===== config.mk =====
export PLATFORM = sky130hd
export DESIGN_NAME = spfe_frontend
export DESIGN_NICKNAME = d
export VERILOG_FILES = /design/src/core/spfe_frontend.v
export VERILOG_INCLUDE_DIRS = /design/src /design/src/core
export SDC_FILE = /design/constraint.sdc
export NUM_CORES = 1
export LEC_CHECK = 0
export BUFFER_PORTS_ARGS = -buffer_cell sky130_fd_sc_hd__buf_2
export CORE_UTILIZATION = 30
export DETAILED_ROUTE_END_ITERATION = 10
export GPL_TIMING_DRIVEN = 0
export HOLD_SLACK_MARGIN = 0.03
export MAX_ROUTING_LAYER = met4
export SLEW_MARGIN = 20
export SYNTH_ARGS = -nofsm -noshare
export SYNTH_HDL_FRONTEND = slang
export SYNTH_SLANG_ARGS = --single-unit

===== constraint.sdc =====
create_clock -name clk -period 2.4 [get_ports clk]
set_clock_uncertainty 0.15 [all_clocks]
set_input_delay 0.36 -clock clk [delete_from_list [all_inputs] [get_ports clk]]
set_output_delay 0.36 -clock clk [all_outputs]
set_load 0.03 [all_outputs]

===== src/core/spfe_defs.vh =====
// spfe_defs.vh: constants of the serial command front end.
// assumes it is included by bare name from the front end source only.
`ifndef SPFE_DEFS_VH
`define SPFE_DEFS_VH

// frame geometry, counted in falling serial clock edges
`define SPFE_CNT_W          5
`define SPFE_CNT_ZERO       5'h00
`define SPFE_CNT_ONE        5'h01
`define SPFE_ADDR_DONE      5'h02
`define SPFE_INSTRUCTION_CODE_DONE     5'h07
`define SPFE_PARITY_DONE    5'h08
`define SPFE_FRAME_BITS     5'h10
`define SPFE_CNT_SAT        5'h11

// first byte layout
`define SPFE_CODE_W         5
`define SPFE_CODE_MSB       4
`define SPFE_ADDR_HI        6
`define SPFE_ADDR_LO        5
`define SPFE_CHIP_ADDR      2'h0
`define SPFE_RX_W           7

// verification byte: two undriven bits, fixed pattern, error flag
`define SPFE_VERIFY_HIGH    2'h0
`define SPFE_VERIFY_PATTERN 5'h15
`define SPFE_FLAG_RESET     1'h0

// data byte answers
`define SPFE_BYTE_W         8
`define SPFE_DATA_INVALID   8'hFF
`define SPFE_DATA_WRITE     8'h00
`define SPFE_BYTE_ZERO      8'h00

// input synchroniser
`define SPFE_SYNC_DEPTH     3
`define SPFE_PIN_COUNT      3
`define SPFE_PIN_SCLK       0
`define SPFE_PIN_SS         1
`define SPFE_PIN_SDI        2
`define SPFE_PINS_IDLE      3'h2

// access kinds
`define SPFE_KIND_W         2
`define SPFE_KIND_NONE      2'h0
`define SPFE_KIND_READ      2'h1
`define SPFE_KIND_WRITE     2'h2
`define SPFE_KIND_CLEAR     2'h3

`endif


===== src/core/spfe_frontend.v =====
// spfe_frontend.v: serial slave front end taking 16-bit command frames.
// assumes a system clock far faster than the serial clock (4 ns vs >= 48 ns),
// a decode table outside that classifies instruction codes and returns read data,
// and an outside tristate buffer that turns sdo/sdo_oe_n into the pin.
//
// pin latency is four to five clk from a pin change to the frame logic;
// all three pins share it, so data and clock keep their relative order.
// a serial half period shorter than about two clk breaks edge detection,
// which is why the link rate limit matters to this block as well.
// no supply monitor input exists: shutoff must not disturb the link.
//
// Summary of operation
// - first byte: address, code, parity bits
// - select high: serial output undriven
// - read: register contents shifted out MSB first
// - select high returns logic to idle
// - reset undrives output; supply shutoff ignored
// - verification byte: Z Z 10101 error flag
// - read access ignores incoming data bits
// - write or clear: output low afterwards
// - bits past sixteen are discarded
// - undefined code makes instruction invalid
// - unfinished previous processing makes it invalid
// - write/clear suppressed unless sixteen falling edges
// - write suppressed if clock high at end
// - invalid: no register change, answer FFh
// - valid read answers register despite bad parity
// - valid write answers 00h; update needs parity
// - error flag set, held until sent
// - respond only to own chip address
// - output undriven during address bits
`include "spfe_defs.vh"
`default_nettype none

module spfe_frontend (
  input  wire                      clk,
  input  wire                      rst,
  input  wire                      sclk,
  input  wire                      ss_n,
  input  wire                      sdi,
  output wire                      sdo,
  output reg                       sdo_oe_n,
  input  wire                      proc_busy,
  output wire [`SPFE_CODE_W-1:0]   instruction_code,
  input  wire                      code_is_read,
  input  wire                      code_is_write,
  input  wire                      code_is_clear,
  input  wire [`SPFE_BYTE_W-1:0]   read_data,
  output reg                       write_strobe,
  output reg  [`SPFE_CODE_W-1:0]   write_code,
  output reg  [`SPFE_BYTE_W-1:0]   write_data,
  output reg                       clear_diagnostics_cmd,
  output reg                       transfer_error_flag,
  output reg                       frame_active
);

  // frame states:
  //   idle  - deselected, waiting for select to fall
  //   addr  - first two bits in, output still undriven
  //   instruction_code - code and parity bits in, verification byte out
  //   data  - answer byte out, write data in
  //   skip  - foreign frame or bits past the frame: nothing taken
  localparam [2:0] ST_IDLE  = 3'h0;
  localparam [2:0] ST_ADDR  = 3'h1;
  localparam [2:0] ST_INSTRUCTION_CODE = 3'h2;
  localparam [2:0] ST_DATA  = 3'h3;
  localparam [2:0] ST_SKIP  = 3'h4;

  // even parity over the code and its parity bit
  function parity_ok;
    input [`SPFE_CODE_W-1:0] code;
    input                    par;
    begin
      parity_ok = ~(^{code, par});
    end
  endfunction

  // exactly one frame's worth of falling edges
  function full_frame;
    input [`SPFE_CNT_W-1:0] cnt;
    begin
      full_frame = (cnt == `SPFE_FRAME_BITS);
    end
  endfunction

  // pin synchronisers: three stages, a level is accepted once stages two and three agree
  // each stage resets to the idle level of its pin, so no false edge follows reset
  localparam [`SPFE_PIN_COUNT-1:0] PINS_IDLE = `SPFE_PINS_IDLE;
  wire [`SPFE_PIN_COUNT-1:0] pin_raw;
  wire [`SPFE_PIN_COUNT-1:0] pin_lvl;
  assign pin_raw = {sdi, ss_n, sclk};

  genvar gi;
  generate
    for (gi = 0; gi < `SPFE_PIN_COUNT; gi = gi + 1) begin : g_sync
      reg s1;
      reg s2;
      reg s3;
      reg lvl;
      assign pin_lvl[gi] = lvl;
      always @(posedge clk or posedge rst) begin
        if (rst) begin
          s1  <= PINS_IDLE[gi];
          s2  <= PINS_IDLE[gi];
          s3  <= PINS_IDLE[gi];
          lvl <= PINS_IDLE[gi];
        end else begin
          s1 <= pin_raw[gi];
          s2 <= s1;
          s3 <= s2;
          if (s2 == s3) begin
            lvl <= s3;
          end
        end
      end
    end
  endgenerate

  reg [`SPFE_PIN_COUNT-1:0] pin_prev;
  always @(posedge clk or posedge rst) begin
    if (rst) begin
      pin_prev <= `SPFE_PINS_IDLE;
    end else begin
      pin_prev <= pin_lvl;
    end
  end

  wire sclk_lvl = pin_lvl[`SPFE_PIN_SCLK];
  wire sdi_lvl  = pin_lvl[`SPFE_PIN_SDI];
  wire ss_lvl   = pin_lvl[`SPFE_PIN_SS];
  wire sclk_fall = pin_prev[`SPFE_PIN_SCLK] & ~sclk_lvl;
  wire ss_fall   = pin_prev[`SPFE_PIN_SS] & ~ss_lvl;
  wire ss_rise   = ~pin_prev[`SPFE_PIN_SS] & ss_lvl;

  reg [2:0]               state;
  reg [`SPFE_CNT_W-1:0]   bit_cnt;
  reg [`SPFE_RX_W-1:0]    rx_shift;
  reg [`SPFE_BYTE_W-1:0]  tx_shift;
  reg [`SPFE_BYTE_W-1:0]  tx_data;
  reg [`SPFE_BYTE_W-1:0]  data_shift;
  reg [`SPFE_KIND_W-1:0]  kind;
  reg                     addressed;
  reg                     decide_pend;
  reg                     invalid;
  reg                     par_good;

  wire [`SPFE_CNT_W-1:0] cnt_inc = bit_cnt + `SPFE_CNT_ONE;
  wire                   in_frame = (bit_cnt < `SPFE_FRAME_BITS);

  // the code stays on the table port from the seventh bit to the next frame start
  assign instruction_code = rx_shift[`SPFE_CODE_MSB:0];
  assign sdo = tx_shift[`SPFE_BYTE_W-1];

  // frame sequencing on sampled serial clock edges
  // walk of one frame, counted in falling edges:
  //   1     first address bit in, output undriven
  //   2     address checked; own chip drives the pattern from here
  //   3..6  pattern bits, code bits shift in
  //   7     error flag on the pin, code complete, decision next clk
  //   8     parity bit in, answer byte loaded
  //   9..16 answer shifts out, write data shifts in
  //   17+   discarded, output low
  // select high overrides everything, so a cut frame always ends here
  always @(posedge clk or posedge rst) begin
    if (rst) begin
      state       <= ST_IDLE;
      bit_cnt     <= `SPFE_CNT_ZERO;
      rx_shift    <= {`SPFE_RX_W{1'b0}};
      tx_shift    <= `SPFE_BYTE_ZERO;
      data_shift  <= `SPFE_BYTE_ZERO;
      sdo_oe_n    <= 1'b1;
      addressed   <= 1'b0;
      decide_pend <= 1'b0;
      par_good    <= 1'b0;
      frame_active <= 1'b0;
    end else if (ss_lvl) begin
      // deselected: undrive the output and wait for a new instruction
      state        <= ST_IDLE;
      bit_cnt      <= `SPFE_CNT_ZERO;
      sdo_oe_n     <= 1'b1;
      decide_pend  <= 1'b0;
      frame_active <= 1'b0;
    end else if (ss_fall) begin
      // frame always opens with the instruction byte
      state        <= ST_ADDR;
      bit_cnt      <= `SPFE_CNT_ZERO;
      addressed    <= 1'b0;
      par_good     <= 1'b0;
      frame_active <= 1'b1;
      tx_shift     <= {`SPFE_VERIFY_HIGH, `SPFE_VERIFY_PATTERN, transfer_error_flag};
      sdo_oe_n     <= 1'b1;
    end else begin
      decide_pend <= 1'b0;
      if (sclk_fall) begin
        if (bit_cnt != `SPFE_CNT_SAT) begin
          bit_cnt <= cnt_inc;
        end
        case (state)
          ST_ADDR: begin
            rx_shift <= {rx_shift[`SPFE_RX_W-2:0], sdi_lvl};
            tx_shift <= {tx_shift[`SPFE_BYTE_W-2:0], 1'b0};
            if (cnt_inc == `SPFE_ADDR_DONE) begin
              if ({rx_shift[0], sdi_lvl} == `SPFE_CHIP_ADDR) begin
                // address known: verification pattern may now be driven
                addressed <= 1'b1;
                sdo_oe_n  <= 1'b0;
                state     <= ST_INSTRUCTION_CODE;
              end else begin
                // another chip's frame: stay silent to the end of select
                state <= ST_SKIP;
              end
            end
          end
          ST_INSTRUCTION_CODE: begin
            if (cnt_inc == `SPFE_PARITY_DONE) begin
              par_good <= parity_ok(rx_shift[`SPFE_CODE_MSB:0], sdi_lvl);
              tx_shift <= tx_data;
              state    <= ST_DATA;
            end else begin
              rx_shift <= {rx_shift[`SPFE_RX_W-2:0], sdi_lvl};
              tx_shift <= {tx_shift[`SPFE_BYTE_W-2:0], 1'b0};
              if (cnt_inc == `SPFE_INSTRUCTION_CODE_DONE) begin
                decide_pend <= 1'b1;
              end
            end
          end
          ST_DATA: begin
            if (in_frame) begin
              // read data leaves MSB first; writes see zeros fill in behind
              tx_shift <= {tx_shift[`SPFE_BYTE_W-2:0], 1'b0};
              if (kind == `SPFE_KIND_WRITE) begin
                data_shift <= {data_shift[`SPFE_BYTE_W-2:0], sdi_lvl};
              end
              // a read never samples sdi past the instruction byte
            end else begin
              // seventeenth bit onward: nothing is taken, output held low
              tx_shift <= `SPFE_BYTE_ZERO;
              state    <= ST_SKIP;
            end
          end
          ST_SKIP: begin
            tx_shift <= `SPFE_BYTE_ZERO;
          end
          default: begin
            state <= ST_IDLE;
          end
        endcase
      end
    end
  end

  // classify the instruction once seven bits are in and load the answer byte
  // the table answers combinationally, so one clk after the seventh edge is
  // enough; busy is looked at only here, a later busy does not spoil the frame.
  // the answer must be ready before the eighth edge, which the minimum
  // serial half period guarantees.
  always @(posedge clk or posedge rst) begin
    if (rst) begin
      kind    <= `SPFE_KIND_NONE;
      invalid <= 1'b0;
      tx_data <= `SPFE_DATA_INVALID;
    end else if (ss_fall) begin
      kind    <= `SPFE_KIND_NONE;
      invalid <= 1'b0;
      tx_data <= `SPFE_DATA_INVALID;
    end else if (decide_pend) begin
      if (proc_busy) begin
        kind    <= `SPFE_KIND_NONE;
        invalid <= 1'b1;
        tx_data <= `SPFE_DATA_INVALID;
      end else if (code_is_read) begin
        kind    <= `SPFE_KIND_READ;
        invalid <= 1'b0;
        tx_data <= read_data;
      end else if (code_is_write) begin
        kind    <= `SPFE_KIND_WRITE;
        invalid <= 1'b0;
        tx_data <= `SPFE_DATA_WRITE;
      end else if (code_is_clear) begin
        kind    <= `SPFE_KIND_CLEAR;
        invalid <= 1'b0;
        tx_data <= `SPFE_DATA_WRITE;
      end else begin
        kind    <= `SPFE_KIND_NONE;
        invalid <= 1'b1;
        tx_data <= `SPFE_DATA_INVALID;
      end
    end
  end

  // commits at the end of select; clock level there tells a started extra bit
  // bit_cnt still holds the frame's count in the ss_rise cycle, since the
  // deselect branch clears it only at that same edge.
  // bad parity blocks the commit but is not a transfer error.
  wire frame_ok  = addressed & ~invalid & full_frame(bit_cnt) & par_good;
  wire do_write  = ss_rise & frame_ok & (kind == `SPFE_KIND_WRITE) & ~sclk_lvl;
  wire do_clear  = ss_rise & frame_ok & (kind == `SPFE_KIND_CLEAR);
  wire set_error = ss_rise & addressed & (invalid | ~full_frame(bit_cnt));
  // flag has left the pin once the eighth falling edge passes
  wire flag_sent = sclk_fall & (state == ST_INSTRUCTION_CODE) & (cnt_inc == `SPFE_PARITY_DONE);

  always @(posedge clk or posedge rst) begin
    if (rst) begin
      write_strobe          <= 1'b0;
      clear_diagnostics_cmd <= 1'b0;
      write_code            <= {`SPFE_CODE_W{1'b0}};
      write_data            <= `SPFE_BYTE_ZERO;
    end else begin
      write_strobe          <= do_write;
      clear_diagnostics_cmd <= do_clear;
      if (do_write) begin
        write_code <= rx_shift[`SPFE_CODE_MSB:0];
        write_data <= data_shift;
      end
    end
  end

  // set takes priority over the clear that follows the flag being sent
  // set and clear meet in one clk only if select rises with the eighth falling edge
  // (set only at select rise, clear only at the eighth edge); the priority then
  // keeps the error from being lost.
  always @(posedge clk or posedge rst) begin
    if (rst) begin
      transfer_error_flag <= `SPFE_FLAG_RESET;
    end else if (set_error) begin
      transfer_error_flag <= 1'b1;
    end else if (flag_sent) begin
      transfer_error_flag <= 1'b0;
    end
  end

endmodule // spfe_frontend

`default_nettype wire


==> impl_metrics.csv <==
group,metric,value,unit
power,switching_share,28.0,%
routing,drt_wl_total,6.66,mm
synth,ys_top_cells_by_area,"dfrtp_1, dfstp_2, mux2_2",
final_layout,diodes,0,
die,core,10400,sq um
sta,slew_headroom,60.2,%
final_layout,stdcell_count,488,
final_layout,drive_gt1_share,33.8,%
sta,max_freq,417,MHz
critical_path,start_kind,"register",
synth,ys_seq_elements,75,
critical_path,reg2reg_from,"bit_cnt[1]",
power,power_density,682,nW/um^2
cts,htreeDepth,3,
cts,cts.clk_slew.worst_paths,0.08,ns
sta,finalSetupViolCount,0,
global_route,grt_pass1_vias,2262,
synth,ys_seq_area_share,58.5,%
critical_path,rrSetupSlack,0.005,ns
sta,timing.final.crit_share,99.8,%
placement,placed_cells_incl_taps,463,
cts,cts_sinks,75,
synth,synth_cell_types,43,
global_route,grt_max_degree,39,
critical_path,crit_start,"bit_cnt[1]",
final_layout,synthToLayoutAreaGrowth,22.7,%
critical_path,cp-end-kind,"register",
die,die-area,11200,sq um
synth,ys_warn_count,0,
final_layout,fin_nets,369,
routing,first_pass_iters,5,
sta,drv_slew,0,
min_path,holdPathEnd,"tx_data[6]",
routing,ant_nets,0,
final_layout,regArea,1900,sq um
min_path,worstHoldStart,"read_data[6]",
power,intPower,1.95,mW
final_layout,nFillCells,1040,
routing,avgRoutedWirePerCell,13.6,microns
die,io_pins,41,
global_route,antenna_found_initial,0,
synth,async_flop_share,100,%
synth,syn_nets,308,
die,fp.dieH,106,microns
synth,yosys.area.top_type_share,47.2,%
placement,place_congestion,0.808,
sta,worst_pin_slew,0.595,ns
sta,min_period,2.40,ns
final_layout,stdcell_area,3970,sq um
min_path,hold-path-cell-count,3,
global_route,grt-ovfl-total,0,
placement,dpl_cell_area,3630,sq um
power,p_comb_share,13.8,%
status,outcome,"completed",
critical_path,r2r-end,"state[2]",
power,p_switching,0.757,mW
global_route,grt_pass1_wl,11.0,mm
routing,vias_per_cell,4.73,
routing,via_count,2310,
synth,synth_ff_type,"dfrtp_1",
cts,clock_latency,0.35,ns
sta,timing.hold.ws,0.0722,ns
power,finalPower,2.71,mW
power,peakVddDrop,278,uV
critical_path,arrival,2.51,ns
critical_path,path_class,"reg2reg",
synth,syn_avg_cell_area,11.3,sq um
critical_path,path_max_fanout,9,
synth,syn_area,3240,sq um
cts,cts_buffers,9,
synth,synthCells,286,
die,rows,37,
min_path,hold_class,"in2reg",
power,sequentialPowerShare,51.2,%
cts,clock_path_buffers,2,
cts,cts-root-buf,"clkbuf_8",
power,p_clk_share,35.0,%
routing,drt-initial-drc-count,125,
sta,finalHoldViolCount,0,
critical_path,worstPathRequired,2.52,ns
placement,dp_hpwl,4.55,mm
placement,portBuffers,40,
final_layout,multiInputGateArea,1290,sq um
sta,setup_tns,0,ns
die,floorplan.initialDensity,31.2,%
critical_path,rr_worst_depth,6,
cts,cts_tree,"yes",
global_route,grt_usage,13.0,%
synth,synth_edf_count,0,
flow_run,drv_cap,0,
synth,synth_top_area_cell,"dfrtp_1",
routing,drc,0,
sta,rsz0062_at_grt,"true",
die,die_w,106,microns
power,p_leak,1.81,nW
==> power groups by stage <==
stage | combinational [mW] | sequential, mW | clock, mW
final | 0.374 | 1.39 | 0.946
after global routing | 0.407 | 1.40 | 1.03
after CTS | 0.367 | 1.39 | 0.973
after detailed placement | 0.360 | 1.41 | 0
after global placement | 0.348 | 1.41 | 0
after floorplan | 0.209 | 1.44 | 0
==> state kept, by name, summed over array words and instances, names as in the netlist, 5 cells and up <==
| signal | cells |
|---|---|
| data_shift | 8 |
| tx_data | 8 |
| write_code | 5 |
| bit_cnt | 5 |
| tx_shift | 8 |
| rx_shift | 5 |
| write_data | 8 |
==> kinds of logic (layout without fill, tap and decap cells) <==
kind of cell / count (synthesis) / count (layout) / synth area share (%)
xor+xnor: 9 / 9 / 2.44
buf+inv: 23 / 89 / 3.01
fa+ha+maj: 8 / 8 / 2.86
mux: 25 / 25 / 8.66
flops: 75 / 75 / 58.5
compound gates: 55 / 55 / 11.0
simple gates: 91 / 91 / 13.5
==> critical path, cell delays in order (launching register included) <==
cell	delay (ns)
dfrtp_2	0.48
ha_4	0.21
nand2_1	0.12
o31a_1	0.33
a221o_1	0.38
or4b_1	0.51
a21oi_1	0.13
==> repair_timing <==
item	in CTS	in global routing
resized for setup	6	13
setup endpoints to repair	15	28
hold buffers	4	0
hold endpoints to repair	29	0
cloned	0	1
buffers inserted	1	3
pin swaps	1	4
==> area by class of cell <==
type,count,share of cell area (%)
buffer,11,1.64
timing repair buffer,50,7.69
sequential,75,47.8
tap,136,4.29
clock inverter,7,1.73
inverter,12,1.20
clock buffer,9,3.12
multi-input combinational,188,32.6
==> cells in the mapped netlist (4+ instances only) <==
library cell,count
dfrtp_1,61
nor2_1,36
mux2_2,24
nand2_1,23
a21oi_1,15
o21ai_0,15
dfstp_2,14
inv_1,12
clkbuf_1,7
xnor2_1,7
ha_1,5
nand4_1,5
a22oi_1,4
nor2b_1,4
nor3_1,4
==> per-stage QoR <==
stage          setup WS [ns]  utilization, %
6_report             0.00463            38.3
4_1_cts               0.0101            37.6
2_1_floorplan        0.00319               -
3_3_place_gp          -0.906            34.8
5_1_grt              -0.0302            38.3
3_5_place_dp          -0.475            35.0
==> layer usage <==
metal	global-route usage [%]	share of wire [%]
met5	-	0
met4	6.15	2.4
met3	2.60	3.5
met2	19.1	46
met1	17.1	48
==> cell usage in the layout (no fill, tap or decap), types with 4 or more instances in the layout <==
master         synthesis  layout
dfrtp_1               61      59
buf_2                  3      41
nor2_1                36      36
mux2_2                24      24
nand2_1               23      23
a21oi_1               15      15
o21ai_0               15      15
dfstp_2               14      14
inv_1                 12      10
clkbuf_8               0       9
clkbuf_1               7       7
xnor2_1                7       7
buf_6                  1       5
nand4_1                5       5
nor3_1                 4       4
nor2b_1                4       4
a22oi_1                4       4
ha_1                   5       4
dlygate4sd3_1          0       4
==> worst max path at each step <==
stage                          endpoint  depth (start not counted)
after floorplan               addressed                          1
after global placement    write_data[2]                          2
after detailed placement  write_code[2]                          8
after CTS                 write_code[2]                          8
after global routing           state[2]                          6
final                          state[2]                          6
Power figures use the tool's default switching activity.
